File: src/verilog/mdcc_pkg.sv
`default_nettype none
// ==========================================
// shared constants of the config bank
package mdcc_pkg;
    typedef logic [7:0] mdcc_byte_t;
    typedef logic [1:0] mdcc_code_t;

    localparam int APB_AW = 9;
    localparam int NSLOT = 13;
    localparam int NUM_CH = 8;
    localparam int LOW_CH = 4;
    localparam int GRP_CH = 4;

    // register indices; byte address is four times the index
    localparam logic [6:0] IDX_STBY = 7'h00;
    localparam logic [6:0] IDX_MODEA = 7'h01;
    localparam logic [6:0] IDX_MODEB = 7'h02;
    localparam logic [6:0] IDX_GRP = 7'h03;
    localparam logic [6:0] IDX_PWR = 7'h04;
    localparam logic [6:0] IDX_GEN = 7'h05;
    localparam logic [6:0] IDX_DATA = 7'h06;
    localparam logic [6:0] IDX_IFC = 7'h07;
    localparam logic [6:0] IDX_BIST = 7'h08;
    localparam logic [6:0] IDX_STAT = 7'h09;
    localparam logic [6:0] IDX_REV = 7'h0A;
    localparam logic [6:0] IDX_DLY = 7'h58;
    localparam logic [6:0] IDX_CHOP = 7'h59;

    // slot order in the storage array
    localparam int S_STBY = 0;
    localparam int S_MODEA = 1;
    localparam int S_MODEB = 2;
    localparam int S_GRP = 3;
    localparam int S_PWR = 4;
    localparam int S_GEN = 5;
    localparam int S_DATA = 6;
    localparam int S_IFC = 7;
    localparam int S_BIST = 8;
    localparam int S_STAT = 9;
    localparam int S_REV = 10;
    localparam int S_DLY = 11;
    localparam int S_CHOP = 12;

    localparam logic [6:0] SLOT_IDX [NSLOT] = '{
        IDX_STBY, IDX_MODEA, IDX_MODEB, IDX_GRP, IDX_PWR, IDX_GEN,
        IDX_DATA, IDX_IFC, IDX_BIST, IDX_STAT, IDX_REV, IDX_DLY, IDX_CHOP};
    localparam mdcc_byte_t SLOT_RST [NSLOT] = '{
        8'h00, 8'h0D, 8'h0D, 8'h00, 8'h00, 8'h08,
        8'h80, 8'h00, 8'h00, 8'h00, 8'h00, 8'h02, 8'h0A};
    // implemented bits; unused bits read zero
    localparam mdcc_byte_t SLOT_MASK [NSLOT] = '{
        8'h0F, 8'h0F, 8'h0F, 8'h3F, 8'hBB, 8'h7B,
        8'h93, 8'h0F, 8'h01, 8'h0F, 8'hFF, 8'h0F, 8'h0F};
    localparam logic [NSLOT-1:0] SLOT_RO = 13'h0600;

    localparam int DLY_SEL_LSB = 2;
    localparam int CHOPA_LSB = 2;
    localparam int CHOPB_LSB = 0;
    localparam int BIST_GO_BIT = 0;
    localparam mdcc_byte_t DLY_RST = 8'h02;

    localparam mdcc_code_t DLY_NONE = 2'h0;
    localparam mdcc_code_t DLY_LOW = 2'h1;
    localparam mdcc_code_t DLY_HIGH = 2'h2;
    localparam mdcc_code_t DLY_ALL = 2'h3;
    localparam mdcc_code_t CHOP_DIV8 = 2'h1;
    localparam mdcc_code_t CHOP_DIV32 = 2'h2;
    localparam logic [4:0] LIM_DIV8 = 5'h07;
    localparam logic [4:0] LIM_DIV32 = 5'h1F;

    // group bit of channel 0..3 in the assignment register
    localparam int GRP_POS [GRP_CH] = '{0, 1, 4, 5};
endpackage
`default_nettype wire

File: src/verilog/mdcc_cfg_if.sv
`timescale 1ns/1ps
`default_nettype none
// ==========================================
// decoded settings passed to each channel slice
interface mdcc_cfg_if;
    logic [1:0] delay_sel;
    logic [1:0] chop_a;
    logic [1:0] chop_b;
    modport src (output delay_sel, output chop_a, output chop_b);
    modport dst (input delay_sel, input chop_a, input chop_b);
endinterface
`default_nettype wire

File: src/verilog/mdcc_chan.sv
`timescale 1ns/1ps
`default_nettype none
// ==========================================
// one channel: delayed clock enable and chop rate
module mdcc_chan #(
    parameter int CH = 0
) (
    input wire logic pclk,
    input wire logic presetn,
    mdcc_cfg_if.dst cfg,
    input wire logic grp_b,
    output logic delay_en,
    output logic in_grp_b,
    output logic [1:0] chop_rate
);
    logic dly_d;

    // half select: low code hits channels below four only
    assign dly_d = (cfg.delay_sel == mdcc_pkg::DLY_ALL) ||
                   (cfg.delay_sel == mdcc_pkg::DLY_LOW && CH < mdcc_pkg::LOW_CH) ||
                   (cfg.delay_sel == mdcc_pkg::DLY_HIGH && CH >= mdcc_pkg::LOW_CH);

    // outputs are flopped to keep them glitch free
    always_ff @(posedge pclk or negedge presetn) begin
        if (!presetn) begin
            delay_en <= 1'b0;
            in_grp_b <= 1'b0;
            chop_rate <= mdcc_pkg::CHOP_DIV32;
        end else begin
            delay_en <= dly_d; // RULE1 RULE2
            in_grp_b <= grp_b; // RULE6
            chop_rate <= grp_b ? cfg.chop_b : cfg.chop_a; // RULE6
        end
    end
endmodule // mdcc_chan
`default_nettype wire

File: src/verilog/mdcc_top.sv
`timescale 1ns/1ps
`default_nettype none
// Summary of operation
// RULE1: delay code 01 delays channels 0-3 only, 10 delays channels 4-7 only.
// RULE2: delay code 00 delays none, 11 delays all; resets to 00.
// RULE3: software writes 2 into delay reserved bits; reset value 0x02.
// RULE4: first group chop field bits 3:2; 01 is mod/8, 10 is mod/32.
// RULE5: second group chop bits 1:0 same coding; chop register resets 0x0A.
// RULE6: each channel takes its group from the channel assignment register; only channels 0-3 have a bit here, 4-7 stay in group a.
// RULE7: read-only writes ignored; unused bits read as zero.
module mdcc_top #(
    parameter logic [7:0] REV_CODE = 8'h5A // arbitrary value
) (
    input wire logic pclk,
    input wire logic presetn,
    input wire logic psel,
    input wire logic penable,
    input wire logic pwrite,
    input wire logic [mdcc_pkg::APB_AW-1:0] paddr,
    input wire logic [31:0] pwdata,
    output logic [31:0] prdata,
    output logic pready,
    output logic pslverr,
    input wire logic mod_tick,
    input wire logic chip_error,
    input wire logic no_clock_error,
    input wire logic memory_selftest_passed,
    input wire logic memory_selftest_active,
    output logic [3:0] standby_mask,
    output logic [7:0] group_a_filter_decimation,
    output logic [7:0] group_b_filter_decimation,
    output logic [7:0] power_sleep_clock_divider,
    output logic [7:0] general_configuration,
    output logic [7:0] data_sync_control,
    output logic [7:0] serial_output_configuration,
    output logic memory_selftest_launch,
    output logic [mdcc_pkg::NUM_CH-1:0] ch_delay_en,
    output logic [mdcc_pkg::NUM_CH-1:0] ch_in_grp_b,
    output logic [2*mdcc_pkg::NUM_CH-1:0] ch_chop_rate,
    output logic chop_tick_a,
    output logic chop_tick_b
);
    // ==========================================
    // apb decode

    mdcc_pkg::mdcc_byte_t regs_q [mdcc_pkg::NSLOT];
    mdcc_pkg::mdcc_byte_t rval [mdcc_pkg::NSLOT];
    logic [mdcc_pkg::NSLOT-1:0] hit;
    logic [6:0] word_idx;
    logic aligned;
    logic mapped;
    logic setup_ph;
    logic access_ph;
    logic wr_en;
    mdcc_pkg::mdcc_byte_t rd_byte;
    logic [31:0] prdata_d;

    assign word_idx = paddr[mdcc_pkg::APB_AW-1:2];
    assign aligned = (paddr[1:0] == 2'h0);
    assign setup_ph = psel && !penable;
    assign access_ph = psel && penable;
    assign mapped = aligned && (|hit);
    // zero wait states: every access ends in its first access cycle
    assign pready = 1'b1;
    assign pslverr = access_ph && !mapped;
    assign wr_en = access_ph && pwrite && mapped;

    // one comparator per slot against its printed index
    genvar gs;
    generate
        for (gs = 0; gs < mdcc_pkg::NSLOT; gs++) begin : g_hit
            assign hit[gs] = aligned && (word_idx == mdcc_pkg::SLOT_IDX[gs]);
        end
    endgenerate

    // ==========================================
    // storage

    // read-only slots never take a write, unused bits are masked off
    always_ff @(posedge pclk or negedge presetn) begin
        if (!presetn) begin
            for (int i = 0; i < mdcc_pkg::NSLOT; i++) begin
                regs_q[i] <= mdcc_pkg::SLOT_RST[i]; // RULE2 RULE3 RULE5
            end
        end else begin
            for (int i = 0; i < mdcc_pkg::NSLOT; i++) begin
                if (wr_en && hit[i] && !mdcc_pkg::SLOT_RO[i]) begin // RULE7
                    regs_q[i] <= pwdata[7:0] & mdcc_pkg::SLOT_MASK[i];
                end
            end
        end
    end

    // ==========================================
    // read path

    // status comes from live inputs and revision from REV_CODE, not from storage
    mdcc_pkg::mdcc_byte_t stat_byte;
    assign stat_byte = {4'h0, chip_error, no_clock_error,
                        memory_selftest_passed, memory_selftest_active};

    generate
        for (gs = 0; gs < mdcc_pkg::NSLOT; gs++) begin : g_rval
            if (gs == mdcc_pkg::S_STAT) begin : g_st
                assign rval[gs] = stat_byte & mdcc_pkg::SLOT_MASK[gs];
            end else if (gs == mdcc_pkg::S_REV) begin : g_rv
                assign rval[gs] = REV_CODE;
            end else begin : g_rw
                assign rval[gs] = regs_q[gs] & mdcc_pkg::SLOT_MASK[gs]; // RULE7
            end
        end
    endgenerate

    // one-hot select; an unmapped address reads zero
    always_comb begin
        rd_byte = 8'h00;
        for (int i = 0; i < mdcc_pkg::NSLOT; i++) begin
            if (hit[i]) begin
                rd_byte = rd_byte | rval[i];
            end
        end
    end

    assign prdata_d = {24'h000000, rd_byte};

    // sampled in the setup cycle so prdata is a flop during access
    always_ff @(posedge pclk or negedge presetn) begin
        if (!presetn) begin
            prdata <= 32'h00000000;
        end else if (setup_ph && !pwrite) begin
            prdata <= prdata_d;
        end
    end

    // ==========================================
    // configuration outputs

    assign standby_mask = regs_q[mdcc_pkg::S_STBY][3:0];
    assign group_a_filter_decimation = regs_q[mdcc_pkg::S_MODEA];
    assign group_b_filter_decimation = regs_q[mdcc_pkg::S_MODEB];
    assign power_sleep_clock_divider = regs_q[mdcc_pkg::S_PWR];
    assign general_configuration = regs_q[mdcc_pkg::S_GEN];
    assign data_sync_control = regs_q[mdcc_pkg::S_DATA];
    assign serial_output_configuration = regs_q[mdcc_pkg::S_IFC];
    assign memory_selftest_launch = regs_q[mdcc_pkg::S_BIST][mdcc_pkg::BIST_GO_BIT];

    // ==========================================
    // channel slices

    mdcc_cfg_if cfg ();
    mdcc_pkg::mdcc_byte_t dly_reg;
    mdcc_pkg::mdcc_byte_t chop_reg;
    mdcc_pkg::mdcc_byte_t grp_reg;
    logic [mdcc_pkg::NUM_CH-1:0] ch_grp_b;

    assign dly_reg = regs_q[mdcc_pkg::S_DLY];
    assign chop_reg = regs_q[mdcc_pkg::S_CHOP];
    assign grp_reg = regs_q[mdcc_pkg::S_GRP];
    assign cfg.delay_sel = dly_reg[mdcc_pkg::DLY_SEL_LSB +: 2]; // RULE1
    assign cfg.chop_a = chop_reg[mdcc_pkg::CHOPA_LSB +: 2]; // RULE4
    assign cfg.chop_b = chop_reg[mdcc_pkg::CHOPB_LSB +: 2]; // RULE5

    genvar gc;
    generate
        for (gc = 0; gc < mdcc_pkg::NUM_CH; gc++) begin : g_ch
            // upper channels have no membership bit and stay in group a
            if (gc < mdcc_pkg::GRP_CH) begin : g_m
                assign ch_grp_b[gc] = grp_reg[mdcc_pkg::GRP_POS[gc]]; // RULE6
            end else begin : g_n
                assign ch_grp_b[gc] = 1'b0;
            end
            mdcc_chan #(.CH(gc)) u_chan (
                .pclk(pclk),
                .presetn(presetn),
                .cfg(cfg.dst),
                .grp_b(ch_grp_b[gc]),
                .delay_en(ch_delay_en[gc]),
                .in_grp_b(ch_in_grp_b[gc]),
                .chop_rate(ch_chop_rate[2*gc +: 2])
            );
        end
    endgenerate

    // ==========================================
    // chop rate dividers on the modulator tick

    logic [4:0] cnt_q [2];
    logic [1:0] tick_q;
    logic [1:0] code_w [2];
    logic [4:0] lim_w [2];
    logic [1:0] run_w;

    assign code_w[0] = cfg.chop_a;
    assign code_w[1] = cfg.chop_b;

    // undefined codes stop the divider rather than guess a rate
    genvar gg;
    generate
        for (gg = 0; gg < 2; gg++) begin : g_div
            assign run_w[gg] = (code_w[gg] == mdcc_pkg::CHOP_DIV8) ||
                               (code_w[gg] == mdcc_pkg::CHOP_DIV32);
            assign lim_w[gg] = (code_w[gg] == mdcc_pkg::CHOP_DIV8) ?
                               mdcc_pkg::LIM_DIV8 : mdcc_pkg::LIM_DIV32; // RULE4 RULE5
            always_ff @(posedge pclk or negedge presetn) begin
                if (!presetn) begin
                    cnt_q[gg] <= 5'h00;
                    tick_q[gg] <= 1'b0;
                end else if (!run_w[gg]) begin
                    cnt_q[gg] <= 5'h00;
                    tick_q[gg] <= 1'b0;
                end else if (mod_tick) begin
                    // a shorter limit may leave cnt above it: wrap there too
                    cnt_q[gg] <= (cnt_q[gg] >= lim_w[gg]) ? 5'h00 : cnt_q[gg] + 5'h01;
                    tick_q[gg] <= (cnt_q[gg] >= lim_w[gg]);
                end else begin
                    tick_q[gg] <= 1'b0;
                end
            end
        end
    endgenerate

    assign chop_tick_a = tick_q[0];
    assign chop_tick_b = tick_q[1];
endmodule // mdcc_top
`default_nettype wire

File: config.mk
export PLATFORM = sky130hd
export DESIGN_NAME = mdcc_top
export DESIGN_NICKNAME = d
export VERILOG_FILES = /design/src/verilog/mdcc_pkg.sv /design/src/verilog/mdcc_cfg_if.sv /design/src/verilog/mdcc_chan.sv /design/src/verilog/mdcc_top.sv
export SDC_FILE = /design/constraint.sdc
export NUM_CORES = 1
export LEC_CHECK = 0
export BUFFER_PORTS_ARGS = -buffer_cell sky130_fd_sc_hd__clkbuf_2
export CAP_MARGIN = 10
export CORE_MARGIN = 2
export CORE_UTILIZATION = 45
export DETAILED_ROUTE_END_ITERATION = 7
export HOLD_SLACK_MARGIN = 0.06
export PLACE_DENSITY = 0.72
export SYNTH_ARGS = -nofsm -noshare
export SYNTH_HDL_FRONTEND = slang
export SYNTH_SLANG_ARGS = --single-unit
File: constraint.sdc
create_clock -name pclk -period 2.3 [get_ports pclk]
set_input_delay 0.46 -clock pclk [delete_from_list [all_inputs] [get_ports pclk]]
set_output_delay 0.46 -clock pclk [all_outputs]
set_load 0.005 [all_outputs]
== Word level (Yosys, flattened, before mapping) ==
Cells that the tools add are included.

* Add/subtract/negate cells: 2
* Order comparisons: 2
* Eq/ne operators: 21
* Multiplexer cells: 29
* Bitwise operators: 11
* Reduce and logical (&&, ||, !) cells: 41

{| class="wikitable"
|+ Operators by type and width
! cell !! number
|-
| 8-bit 2-to-1 mux || 11
|-
| 5-bit 2-to-1 mux || 8
|-
| 8-bit by 4-bit OR with 8-bit output || 5
|-
| 1-bit logical AND || 31
|-
| 7-bit by 3-bit == test with 1-bit output (second input constant) || 4
|-
| 7-bit by 4-bit == test with 1-bit output (second input constant) || 3
|-
| 8-bit OR || 2
|-
| 7-bit by 2-bit == test with 1-bit output (second input constant) || 2
|-
| 7-bit == test (second input constant) || 2
|-
| 13-bit OR reduction || 1
|-
| 5-bit by 1-bit adder with 5-bit output (second input constant) || 2
|-
| 5-bit greater-or-equal comparator || 2
|-
| 2-bit == test (second input constant) || 4
|-
| 2-bit 2-to-1 mux || 4
|-
| 8-bit by 1-bit OR with 8-bit output || 1
|-
| 8-bit by 6-bit OR with 8-bit output || 1
|-
| 8-bit by 7-bit OR with 8-bit output || 1
|-
| 7-bit by 1-bit == test with 1-bit output (second input constant) || 1
|-
| 7-bit zero test || 1
|-
| 7-bit 2-to-1 mux || 1
|-
| 2-bit by 1-bit == test with 1-bit output (second input constant) || 3
|-
| 1-bit logical OR || 4
|-
| 1-bit 2-to-1 mux || 4
|-
| 4-bit 2-to-1 mux || 1
|-
| 4 further kinds || 7
|}

* Flip-flop bits (word level): 83
* Input bits: 51
* Output and inout port bits: 121

== Depth between registers and ports, before layout ==
Gate-level depths: netlist of the first run.

* Word-level depth: 26
* Mapped depth: 8

== Modules after synthesis ==
From an unflattened synthesis of the first run, not the netlist that was laid out.

* Cells, all modules: 412
* Area, all modules: 4837.1 um^2

{| class="wikitable"
|+ Modules (own cells, without submodules)
! module !! times used !! cells an instance !! area an instance (um^2)
|-
| mdcc_top || 1 || 356 || 3816.2
|-
| mdcc_chan || 8 || 7 || 127.6
|}

== Worst setup path before layout of the first run ==
Ideal clock, no wire load.

* Path type: input to register
* Start point: in paddr[5] (netlist bit)
* End point: reg regs_q, in the netlist memory_selftest_launch
* Setup time: 0.125 ns
* Data arrival time: 1.948 ns
* Required time: 2.175 ns
* Setup slack: 0.227 ns
* Stages: 6
* Buffers on the path: 1
* Cell sequence: buf_4 > nand2b_4 > or4_4 > or3_4 > nor2_1 > mux2_2

* Longest elaborated chain between the ends: 6

{| class="wikitable"
|+ RTL lines
! item !! RTL line !! text
|-
| from (decl) || mdcc_top.sv:19 || <nowiki>input wire logic [mdcc_pkg::APB_AW-1:0] paddr,</nowiki>
|-
| 7-bit by 1-bit == test with 1-bit output (tied with other cells) || mdcc_top.sv:72 || <nowiki>assign hit[gs] = aligned && (word_idx == mdcc_pkg::SLOT_IDX[gs]);</nowiki>
|-
| 1-bit logical AND || mdcc_top.sv:72 ||
|-
| 13-bit OR reduction || mdcc_top.sv:62 || <nowiki>assign mapped = aligned && (|hit);</nowiki>
|-
| 1-bit logical AND || mdcc_top.sv:62 ||
|-
| 1-bit logical AND || mdcc_top.sv:66 || <nowiki>assign wr_en = access_ph && pwrite && mapped;</nowiki>
|-
| 1-bit logical AND * || mdcc_top.sv:87 || <nowiki>if (wr_en && hit[i] && !mdcc_pkg::SLOT_RO[i]) begin</nowiki>
|-
| to (signal, indexed assignment) || mdcc_top.sv:83 || <nowiki>regs_q[i] <= mdcc_pkg::SLOT_RST[i];</nowiki>
|-
| to (signal, indexed assignment) || mdcc_top.sv:88 || <nowiki>regs_q[i] <= pwdata[7:0] & mdcc_pkg::SLOT_MASK[i];</nowiki>
|-
| to (decl) || mdcc_top.sv:46 || <nowiki>mdcc_pkg::mdcc_byte_t regs_q [mdcc_pkg::NSLOT];</nowiki>
|}

Every way passes the cells marked *; elsewhere a longest branch is shown, timed or not.
A chain may end at the register's enable or synchronous reset.

== Worst setup path in the final report of the first run ==
* Start point: in paddr[1] (netlist bit)
* End point: out pslverr

* Longest elaborated chain between the ends: 6

{| class="wikitable"
|+ RTL lines
! item !! RTL line !! text
|-
| 2-bit zero test * || mdcc_top.sv:59 || <nowiki>assign aligned = (paddr[1:0] == 2'h0);</nowiki>
|-
| 1-bit logical AND || mdcc_top.sv:72 ||
|-
| 13-bit OR reduction || mdcc_top.sv:62 ||
|-
| 1-bit logical AND * || mdcc_top.sv:62 ||
|-
| 1-bit zero test * || mdcc_top.sv:65 || <nowiki>assign pslverr = access_ph && !mapped;</nowiki>
|-
| 1-bit logical AND * || mdcc_top.sv:65 ||
|-
| to (decl) || mdcc_top.sv:23 || <nowiki>output logic pslverr,</nowiki>
|}

Marked as above.

==> summary.md, run 1 <==
| Metric | Value |
|---|---|
| Worst R2R Path Depth | `8` |
| Total GRT Usage | `19.4%` |
| Comb pwr share | `16.6%` |
| Setup crit end kind | `output port` |
| Internal power | `between 2 and 2.5 mW` |
| CTS H-Tree Depth | `3` |
| R2R Setup Slk | `0.16 ns` |
| Final worst setup slack | `0.120 ns` |
| Pins over their slew limit | `0` |
| Die Wd | `105 um` |
| Synth Flop Type | `dfrtp_1` |
| Setup Fix Bufs, Post-CTS | `0` |
| CTS buffer count | `9` |
| 1st-iter DRT viols | `214` |
| Critical R2R Capture | `cnt_q[9]` |
| Fraction of layout cells with a size suffix above 1 | `39.8%` |
| Max clock buf depth | `2` |
| Worst Tran Pin Value | `roughly 0.64 ns` |
| I/O Buffers | `98` |
| Routed vias/inst | `around 5.1` |
| Final Setup Violations | `0` |
| Rows | `36` |
| Switching Share | `between 20 and 30%` |
| HPWL after DPL | `roughly 7.6 mm` |
| Maximum VDD drop | `0.357 mV` |
| Final hold vios | `0` |
| Die height | `between 100 and 150 um` |
| Post-route DRC | `0` |
| Period minus WS final | `2.18 ns` |
| Vias in the first global route | `3159` |
| Maximum fanout along the worst path | `5` |
| CP Launch Type | `input pin` |
| Mapped Area | `4550 sq um` |
| Initial core utilization | `46.6%` |
| Skew final | `roughly 0.0070 ns` |
| ANT cells | `0` |
| Tcrit/Tclk final | `94.8%` |
| Outcome | `completed` |
| Instance count of the mapped netlist | `424` |
| CTS tree | `built` |
| Routed WL | `10.2 mm` |
| Num Clock Sinks | `83` |
| Nets@finish | `574` |
| Yosys Warn Count | `0` |
| #FFs+latches synth | `83` |
| Crit Path Class | `input pin to output port` |
| Reg2reg start | `chop_reg[3]` |
| Worst-path clk slew | `~0.07 ns` |
| Leakage | `2.64 nW` |
| Die area | `10900 sq um` |
| Place WS | `0.118 ns` |
| Part of the power in registers | `50.9%` |
| Max Cap Viol | `0` |
| Clock Tree Root | `clkbuf_8` |
| Sequential area share after synthesis | `a little under half` |
| RSZ-0062 raised after global routing | `no` |
| 1st-pass router iterations | `4` |
| Fmax | `459 MHz` |
| Post-CTS resize count | `0` |
| NetSw | `0.905 mW` |
| Worst skew pair latency | `between 0.3 and 0.4 ns` |
| Rel. slew slack | `between 50 and 60%` |
| DRT antenna net count | `0` |
| DR vias | `3321` |
| Type of the worst min-delay path | `input pin to asynchronous set/reset pin` |
| Biggest regs | `cnt_q (10), g_ch.u_chan.chop_rate (10), prdata (8)` |
| WP data required | `roughly 1.8 ns` |
| Num ports | `between 150 and 200` |
| Yosys cell types | `51` |
| Overflow after GRT | `0` |
| First-pass GRT wire length | `roughly 17 mm` |
| Initial antenna violation count | `0` |
| Setup TNS | `0 ns` |
| Post-synth ARST share | `100%` |
| Hold buffer count at cts | `0` |
| Area grow syn2layout | `13.9%` |
| Syn avg cell area | `10.7 sq um` |
| Core box area | `9770 sq um` |
| PwrDens | `620 nW/um^2` |
| Routed WL per cell | `15.6 um` |
| Largest net degree at the start of global routing | `48` |
| Arrival @ worst endpoint | `1.72 ns` |
| Placer Congestion | `0.894` |
| Clock power share | `32.5%` |
| Number of flops mapped to enable cells by yosys | `0` |
[power by group through the flow]
| stage | Combinational [mW] | Clock [mW] | Sequential [mW] |
|---|---|---|---|
| final | 0.535 | 1.04 | 1.64 |
| after global routing | 0.611 | 1.14 | 1.65 |
| after CTS | 0.538 | 1.06 | 1.64 |
| after detailed placement | 0.533 | 0 | 1.66 |
| after global placement | 0.513 | 0 | 1.66 |
| after floorplan | 0.408 | 0 | 1.65 |
[critical path: stages]
cell      delay [ns]
clkbuf_2        0.12
nor3_2          0.29
and3_1          0.30
buf_4           0.16
nand2_1         0.08
o41ai_1         0.08
nor3_1          0.10
clkbuf_2        0.13
[per-stage QoR]
stage                     cell area (sq um)  hold WS, ns  utilization [%]  total power, mW  std cells
after detailed placement               4990        0.387             51.1             2.20        637
final                                  5190        0.117             53.1             3.22        653
after global routing                   5190        0.146             53.1             3.40        653
after global placement                 4990        0.380             51.1             2.17        637
after floorplan                        4730        0.164                -             2.05        471
after CTS                              5190        0.127             53.1             3.24        653
[area by class of cell]
class	count	area (sq um)
Inverter	4	15.0
Clock buffer	11	141
Multi-Input combinational cell	300	2040
Fill cell	901	4590
Sequential cell	83	2100
Tap cell	133	166
Clock inverter	5	52.6
Timing Repair Buffer	117	673
[how the worst max path moves through the flow]
stage | start | endpoint | slack [ns]
global placement | paddr[5] | dly_reg[3] | 0.13
CTS | paddr[1] | pslverr | 0.13
floorplan | paddr[5] | memory_selftest_launch | 0.23
finish | paddr[1] | pslverr | 0.12
detailed placement | paddr[5] | memory_selftest_launch | 0.12
global route | paddr[1] | pslverr | 0.01
[routing by layer]
metal	vias up	wire length (um)	part of all wire, %	global-route usage, %
li1	1557	-	-	-
met4	0	205	2.0	7.62
met2	156	4820	47	31.1
met5	-	0	0	0
met3	14	850	8.3	4.24
met1	1594	4340	43	25.7
[kinds of logic after synthesis]
family / count (synthesis) / share of synthesized area (%)
buffers and inverters: 88 / 13.0
other: 2 / 0.165
multiplexers: 67 / 16.7
AO/OA/AOI/OAI: 61 / 8.25
flip-flops: 83 / 46.1
AND/OR/NAND/NOR: 115 / 13.6
adder cells (fa/ha/maj): 8 / 2.20
[cells in the final DEF, fill, tap and decap left out, types with 3 or more instances in the layout]
cell / instances
conb_1: 49
nand2b_1: 11
nand2_1: 31
mux2i_1: 15
mux2_4: 4
clkinv_2: 3
buf_4: 17
ha_1: 8
a31oi_1: 4
nor2b_1: 5
nor2_1: 22
o21ai_0: 20
dfstp_2: 16
mux2_2: 46
a21oi_1: 16
buf_12: 3
nor3_1: 5
clkbuf_2: 97
dfrtp_1: 67
nand3b_1: 4
clkbuf_8: 10
or3_1: 3
nor3_2: 3
nand3_1: 15
inv_1: 4
a211oi_1: 3
nor3b_1: 6
[synthesized netlist by cell type, drive strengths merged (5+ instances only)]
master / number / share of area [%]
buf: 72 / 12
dfrtp: 67 / 37
mux2: 51 / 13
nand2: 31 / 2.6
nor2: 24 / 2.4
o21ai: 20 / 2.2
a21oi: 16 / 1.8
dfstp: 16 / 9.2
mux2i: 15 / 3.3
nand3: 15 / 1.6
clkbuf: 12 / 0.99
nand2b: 12 / 1.8
ha: 8 / 2.2
nor3: 8 / 1.2
nor3b: 6 / 0.99
nor2b: 5 / 0.69
Power figures use the tool's default switching activity.
==> run 2, diff against run 1 <==
Settings changed: CELL_PAD_IN_SITES_DETAIL_PLACEMENT set to 1, CELL_PAD_IN_SITES_GLOBAL_PLACEMENT set to 1, CORE_UTILIZATION 45 to 37, CTS_CLUSTER_DIAMETER set to 120, PLACE_DENSITY 0.72 to not set, PLACE_DENSITY_LB_ADDON set to 0.1.
==> summary.md, run 2 (synthesized netlist as in run 1, its figures left out) <==
| Metric | Value |
|---|---|
| Hold Path Sink | `general_configuration[6]` |
| I/O Buffers | `98 (unchanged)` |
| Switching Share | `26.2% (was 28.1%)` |
| CTS tree | `built (unchanged)` |
| Setup TNS | `0 ns (unchanged)` |
| Routed vias/inst | `4.96 (was 5.09)` |
| HPWL after DPL | `9.02 mm (was 7.55 mm)` |
| Clock power share | `42.8% (was 32.5%)` |
| Core box area | `12000 sq um (was 9770 sq um)` |
| 1st-iter DRT viols | `128 (was 214)` |
| CTS buffer count | `9 (unchanged)` |
| CP top delay family | `compound AO/OA/AOI/OAI gates (was simple AND/OR/NAND/NOR gates)` |
| Maximum VDD drop | `0.336 mV (was 0.357 mV)` |
| RSZ-0062 raised after global routing | `no (unchanged)` |
| Rows | `40 (was 36)` |
| Internal power | `2.85 mW (was 2.31 mW)` |
| CP cell instances | `clkbuf_2 > nor3_2 > buf_4 > nand3_1 > a211o_1 > a21oi_1 > nor3_1 > clkbuf_2 (was clkbuf_2 > nor3_2 > and3_1 > buf_4 > nand2_1 > o41ai_1 > nor3_1 > clkbuf_2)` |
| Vias in the first global route | `3491 (was 3159)` |
| Overflow after GRT | `0 (unchanged)` |
| Part of the power in registers | `42.5% (was 50.9%)` |
| Crit path top cell by count | `clkbuf_2 (unchanged)` |
| Skew final | `0.00545 ns (was 0.00704 ns)` |
| Hold Path Stages | `2` |
| Max clock buf depth | `2 (unchanged)` |
| Worst R2R Path Depth | `8 (unchanged)` |
| Crit path buf inv count | `3 (unchanged)` |
| Largest stage delay, worst path | `0.30 ns (about the same)` |
| NetSw | `1.01 mW (was 0.905 mW)` |
| Type of the worst min-delay path | `input pin to flip-flop (was input pin to asynchronous set/reset pin)` |
| Fraction of layout cells with a size suffix above 1 | `41.1% (was 39.8%)` |
| Die Wd | `115 um (was 105 um)` |
| Final Setup Violations | `0 (unchanged)` |
| Crit Path Class | `input pin to output port (unchanged)` |
| Fmax | `460 MHz (was 459 MHz)` |
| Die area | `13200 sq um (was 10900 sq um)` |
| Total GRT Usage | `18.9% (was 19.4%)` |
| Comb pwr share | `14.6% (was 16.6%)` |
| Largest net degree at the start of global routing | `41 (was 48)` |
| WP data required | `1.84 ns (about the same)` |
| Final hold vios | `0 (unchanged)` |
| Num Clock Sinks | `83 (unchanged)` |
| Clock Tree Root | `clkbuf_16 (was clkbuf_8)` |
| Nets@finish | `582 (was 574)` |
| Worst-path clk slew | `0.06 ns (was 0.07 ns)` |
| Critical Path Slowest Stage Cell | `a211o_1 (was and3_1)` |
| Num ports | `172 (unchanged)` |
| Post-route DRC | `0 (unchanged)` |
| Pins over their slew limit | `0 (unchanged)` |
| Worst skew pair latency | `0.33 ns (was 0.36 ns)` |
| Worst hold slack | `0.340 ns (was 0.117 ns)` |
| Most common cell after layout, fill and taps aside | `clkbuf_2 (unchanged)` |
| Most frequent cells in the layout | `clkbuf_2 (97), dfrtp_1 (67), conb_1 (49) (unchanged)` |
| Initial core utilization | `37.9% (was 46.6%)` |
| Maximum fanout along the worst path | `5 (unchanged)` |
| DRT antenna net count | `0 (unchanged)` |
| DR vias | `3349 (was 3321)` |
| Final instance area | `5410 sq um (was 5190 sq um)` |
| Area grow syn2layout | `18.7% (was 13.9%)` |
| PwrDens | `715 nW/um^2 (was 620 nW/um^2)` |
| ANT cells | `0 (unchanged)` |
| Total power | `3.87 mW (was 3.22 mW)` |
| 1st-pass router iterations | `4 (unchanged)` |
| Initial antenna violation count | `0 (unchanged)` |
| Max Cap Viol | `0 (unchanged)` |
| Tcrit/Tclk final | `94.5% (was 94.8%)` |
| Critical R2R Capture | `cnt_q[8] (was cnt_q[9])` |
| Routed WL per cell | `17.6 um (was 15.6 um)` |
| Leakage | `2.74 nW (was 2.64 nW)` |
| Hold Path Origin | `pwdata[6]` |
| Period minus WS final | `2.17 ns (was 2.18 ns)` |
| Routed WL | `11.9 mm (was 10.2 mm)` |
| Die height | `115 um (was 105 um)` |
| First-pass GRT wire length | `19.1 mm (was 16.6 mm)` |
| Placed instance area | `5050 sq um (was 4990 sq um)` |
| CTS H-Tree Depth | `3 (unchanged)` |
| Placer Congestion | `0.824 (was 0.894)` |
| Arrival @ worst endpoint | `1.71 ns (was 1.72 ns)` |
| CP Launch Type | `input pin (unchanged)` |
| Biggest regs | `cnt_q (10), g_ch.u_chan.chop_rate (10), prdata (8) (unchanged)` |
| R2R Setup Slk | `0.15 ns (was 0.16 ns)` |
| Outcome | `completed (unchanged)` |
| Reg2reg start | `chop_reg[3] (unchanged)` |
| Setup crit end kind | `output port (unchanged)` |
-- run 2: changes by cell type in the layout (fill, tap and decap cells not counted), moves of 2 or more --
cell	before	now
buf_4	17	25
bufinv_16	1	3
clkbuf_16	0	9
clkbuf_8	10	0
-- run 2: metal layers --
metal  vias up  GRT usage (%)  part of all wire (%)  routed length [um]
met4         0           6.51                   1.1                 129
met3        11           3.32                   5.5                 651
li1       1573              -                     -                   -
met2       110           28.6                    46                5460
met5         -              0                     0                   0
met1      1655           27.4                    47                5610
-- run 2: area by class of cell --
class	count	area, sq um
Fill cell	1358	6610
Sequential cell	83	2100
Multi-Input combinational cell	300	2040
Timing Repair Buffer	125	723
Clock buffer	9	225
Tap cell	147	184
Clock inverter	7	116
Inverter	4	15.0
-- run 2: worst max-delay path by stage --
| stage | from | end | slack, ns | depth (start not counted) |
|---|---|---|---|---|
| final | paddr[1] | pslverr | 0.13 | 8 |
| after global routing | chop_reg[3] | cnt_q[9] | 0.006 | 8 |
| after CTS | chop_reg[3] | cnt_q[8] | 0.03 | 8 |
| after detailed placement | chop_reg[3] | cnt_q[8] | 0.06 | 8 |
| after global placement | paddr[5] | memory_selftest_launch | 0.09 | 6 |
| after floorplan | paddr[5] | memory_selftest_launch | 0.23 | 6 |
-- run 2: stage by stage --
step,setup slack (ns),util (%),cells
after floorplan,0.227,-,471
after global placement,0.0923,42.0,658
after detailed placement,0.0623,42.0,658
after CTS,0.0332,45.0,675
after global routing,0.00587,45.0,675
final,0.126,45.0,675
-- run 2: power groups by stage --
stage	clock network, mW	logic [mW]	registers (mW)
finish	1.66	0.566	1.65
global route	1.76	0.656	1.66
CTS	1.70	0.571	1.65
detailed placement	0	0.567	1.67
global placement	0	0.532	1.66
floorplan	0	0.408	1.65
-- run 2: repair_timing --
item | CTS | global route
endpoints found under the setup margin | 0 | 3
buffers inserted | 0 | 0
gates resized for setup | 0 | 3
hold endpoints to repair | 16 | 0
hold buffers | 1 | 0
-- run 2: worst register-to-register path, stage by stage, from the launching register on --
cell and delay (ns):
dfstp_2 0.56, inv_2 0.07, ha_1 0.21, ha_1 0.32
a21oi_2 0.18, o21a_1 0.16, nand2_1 0.08, or3_1 0.32
a31oi_1 0.16
==> run 3, diff against run 2 <==
Settings changed: CORE_UTILIZATION 37 to 38, CTS_BUF_LIST set to sky130_fd_sc_hd__clkbuf_8.
==> summary.md, run 3 (synthesized netlist as in run 1, its figures left out) <==
| Metric | Value |
|---|---|
| Post-route DRC | `0 (unchanged)` |
| Skew final | `0.0122 ns (was 0.00545 ns)` |
| CTS tree | `built (unchanged)` |
| Type of the worst min-delay path | `input pin to flip-flop (unchanged)` |
| Biggest regs | `cnt_q (10), g_ch.u_chan.chop_rate (10), prdata (8) (unchanged)` |
| RSZ-0062 raised after global routing | `no (unchanged)` |
| Final hold vios | `0 (unchanged)` |
| PwrDens | `657 nW/um^2 (was 715 nW/um^2)` |
| Worst-path clk slew | `0.09 ns (was 0.06 ns)` |
| 1st-iter DRT viols | `132 (was 128)` |
| Arrival @ worst endpoint | `2.44 ns (was 1.71 ns)` |
| CTS H-Tree Depth | `3 (unchanged)` |
| Most frequent cells in the layout | `clkbuf_2 (97), dfrtp_1 (67), conb_1 (49) (unchanged)` |
| Nets@finish | `581 (was 582)` |
| First-pass GRT wire length | `17.9 mm (was 19.1 mm)` |
| Final Setup Violations | `0 (unchanged)` |
| Routed WL | `11.2 mm (was 11.9 mm)` |
| CP top delay family | `flip-flops (was compound AO/OA/AOI/OAI gates)` |
| Crit path top cell by count | `ha_1 (was clkbuf_2)` |
| Worst skew pair latency | `0.36 ns (was 0.33 ns)` |
| Routed vias/inst | `4.97 (was 4.96)` |
| DRT antenna net count | `0 (unchanged)` |
| CTS buffer count | `9 (unchanged)` |
| Clock Tree Root | `clkbuf_8 (was clkbuf_16)` |
| Die height | `113 um (was 115 um)` |
| Vias in the first global route | `3288 (was 3491)` |
| Fmax | `466 MHz (was 460 MHz)` |
| DR vias | `3328 (was 3349)` |
| Setup crit end kind | `flip-flop (was output port)` |
| Crit path buf inv count | `1 (was 3)` |
| Maximum VDD drop | `0.314 mV (was 0.336 mV)` |
| Initial antenna violation count | `0 (unchanged)` |
| Critical Path Slowest Stage Cell | `dfstp_2 (was a211o_1)` |
| Tcrit/Tclk final | `93.3% (was 94.5%)` |
| HPWL after DPL | `8.65 mm (was 9.02 mm)` |
| Maximum fanout along the worst path | `6 (was 5)` |
| CP Launch Type | `flip-flop (was input pin)` |
| Fraction of layout cells with a size suffix above 1 | `41.0% (was 41.1%)` |
| Place WS | `0.0929 ns (was 0.0623 ns)` |
| Worst hold slack | `0.331 ns (was 0.340 ns)` |
| Num ports | `172 (unchanged)` |
| Hold Path Stages | `2 (unchanged)` |
| WP depth | `8 (unchanged)` |
| Setup TNS | `0 ns (unchanged)` |
| CP cell instances | `inv_1 > ha_1 > ha_1 > a21oi_2 > o21a_1 > nand2_1 > or3_1 > a21oi_1 (was clkbuf_2 > nor3_2 > buf_4 > nand3_1 > a211o_1 > a21oi_1 > nor3_1 > clkbuf_2)` |
| Total GRT Usage | `17.9% (was 18.9%)` |
| Placer Congestion | `0.792 (was 0.824)` |
| I/O Buffers | `98 (unchanged)` |
| Period minus WS final | `2.15 ns (was 2.17 ns)` |
| Outcome | `completed (unchanged)` |
| Die area | `12900 sq um (was 13200 sq um)` |
| Overflow after GRT | `0 (unchanged)` |
| Max clock buf depth | `2 (unchanged)` |
| ANT cells | `0 (unchanged)` |
| Leakage | `2.69 nW (was 2.74 nW)` |
| Final worst setup slack | `0.154 ns (was 0.126 ns)` |
| Pins over their slew limit | `0 (unchanged)` |
| Worst R2R Path Depth | `8 (unchanged)` |
| Die Wd | `113 um (was 115 um)` |
| Rows | `39 (was 40)` |
| Core box area | `11600 sq um (was 12000 sq um)` |
| Num Clock Sinks | `83 (unchanged)` |
| Initial core utilization | `39.4% (was 37.9%)` |
| Largest stage delay, worst path | `0.56 ns (was 0.30 ns)` |
| Largest net degree at the start of global routing | `51 (was 41)` |
| Crit Path Class | `flip-flop to flip-flop (was input pin to output port)` |
| WP data required | `2.59 ns (was 1.84 ns)` |
| Area grow syn2layout | `16.6% (was 18.7%)` |
| Most common cell after layout, fill and taps aside | `clkbuf_2 (unchanged)` |
| 1st-pass router iterations | `5 (was 4)` |
| Routed WL per cell | `16.7 um (was 17.6 um)` |
| Max Cap Viol | `0 (unchanged)` |
## run 3: through the flow
step / instance area [sq um] / util, % / cells / total power, mW
2_1_floorplan: 4730 / - / 471 / 2.05
3_5_place_dp: 5040 / 43.6 / 653 / 2.22
3_3_place_gp: 5040 / 43.6 / 653 / 2.19
4_1_cts: 5300 / 45.8 / 670 / 3.53
6_report: 5310 / 45.9 / 670 / 3.49
5_1_grt: 5310 / 45.9 / 670 / 3.69
## run 3: worst register-to-register path: cells and delay by family, from the launching register on
kind	cells	cell delay (ns)
compound gates	3	0.44
fa+ha+maj	2	0.52
buf+inv	1	0.09
flops	1	0.56
simple gates	2	0.46
## run 3: routing by layer
| metal | up-vias | routed length, um | global-route usage, % |
|---|---|---|---|
| met3 | 12 | 566 | 3.19 |
| met5 | - | 0 | 0 |
| met1 | 1631 | 5640 | 26.8 |
| met2 | 119 | 4890 | 26.8 |
| met4 | 0 | 121 | 4.88 |
| li1 | 1566 | - | - |
## run 3: layout make-up
cell class,instances,area [sq um]
multi-input combinational,300,2050
timing repair buffer,124,716
clock inverter,7,124
tap,143,179
fill,1321,6260
inverter,4,15.0
clock buffer,9,124
sequential,83,2100
## run 3: path summary, 6_finish.rpt
check,startpoint,to,slack [ns]
worst max-delay path,chop_reg[3],cnt_q[9],0.15
worst min-delay path,pwdata[6],general_configuration[6],0.33
worst max register to register,chop_reg[3],cnt_q[9],0.15
worst min register to register,chop_reg[3],g_ch[7].u_chan.chop_rate[1],0.39
max in group asynchronous,presetn,data_sync_control[7],1.03
min in group asynchronous,presetn,chop_tick_a,0.59
## run 3: report_power, final
part | leakage [nW] | switching [mW] | internal, mW
clock network | 0.120 | 0.564 | 0.728
registers | 1.07 | 0.0884 | 1.55
logic | 1.50 | 0.315 | 0.239
## run 3: what timing repair did
item,CTS,global route
setup buffers,0,0
hold buffers,1,0
hold endpoints to repair,26,0
setup endpoints to repair,0,3
gates resized for setup,0,3
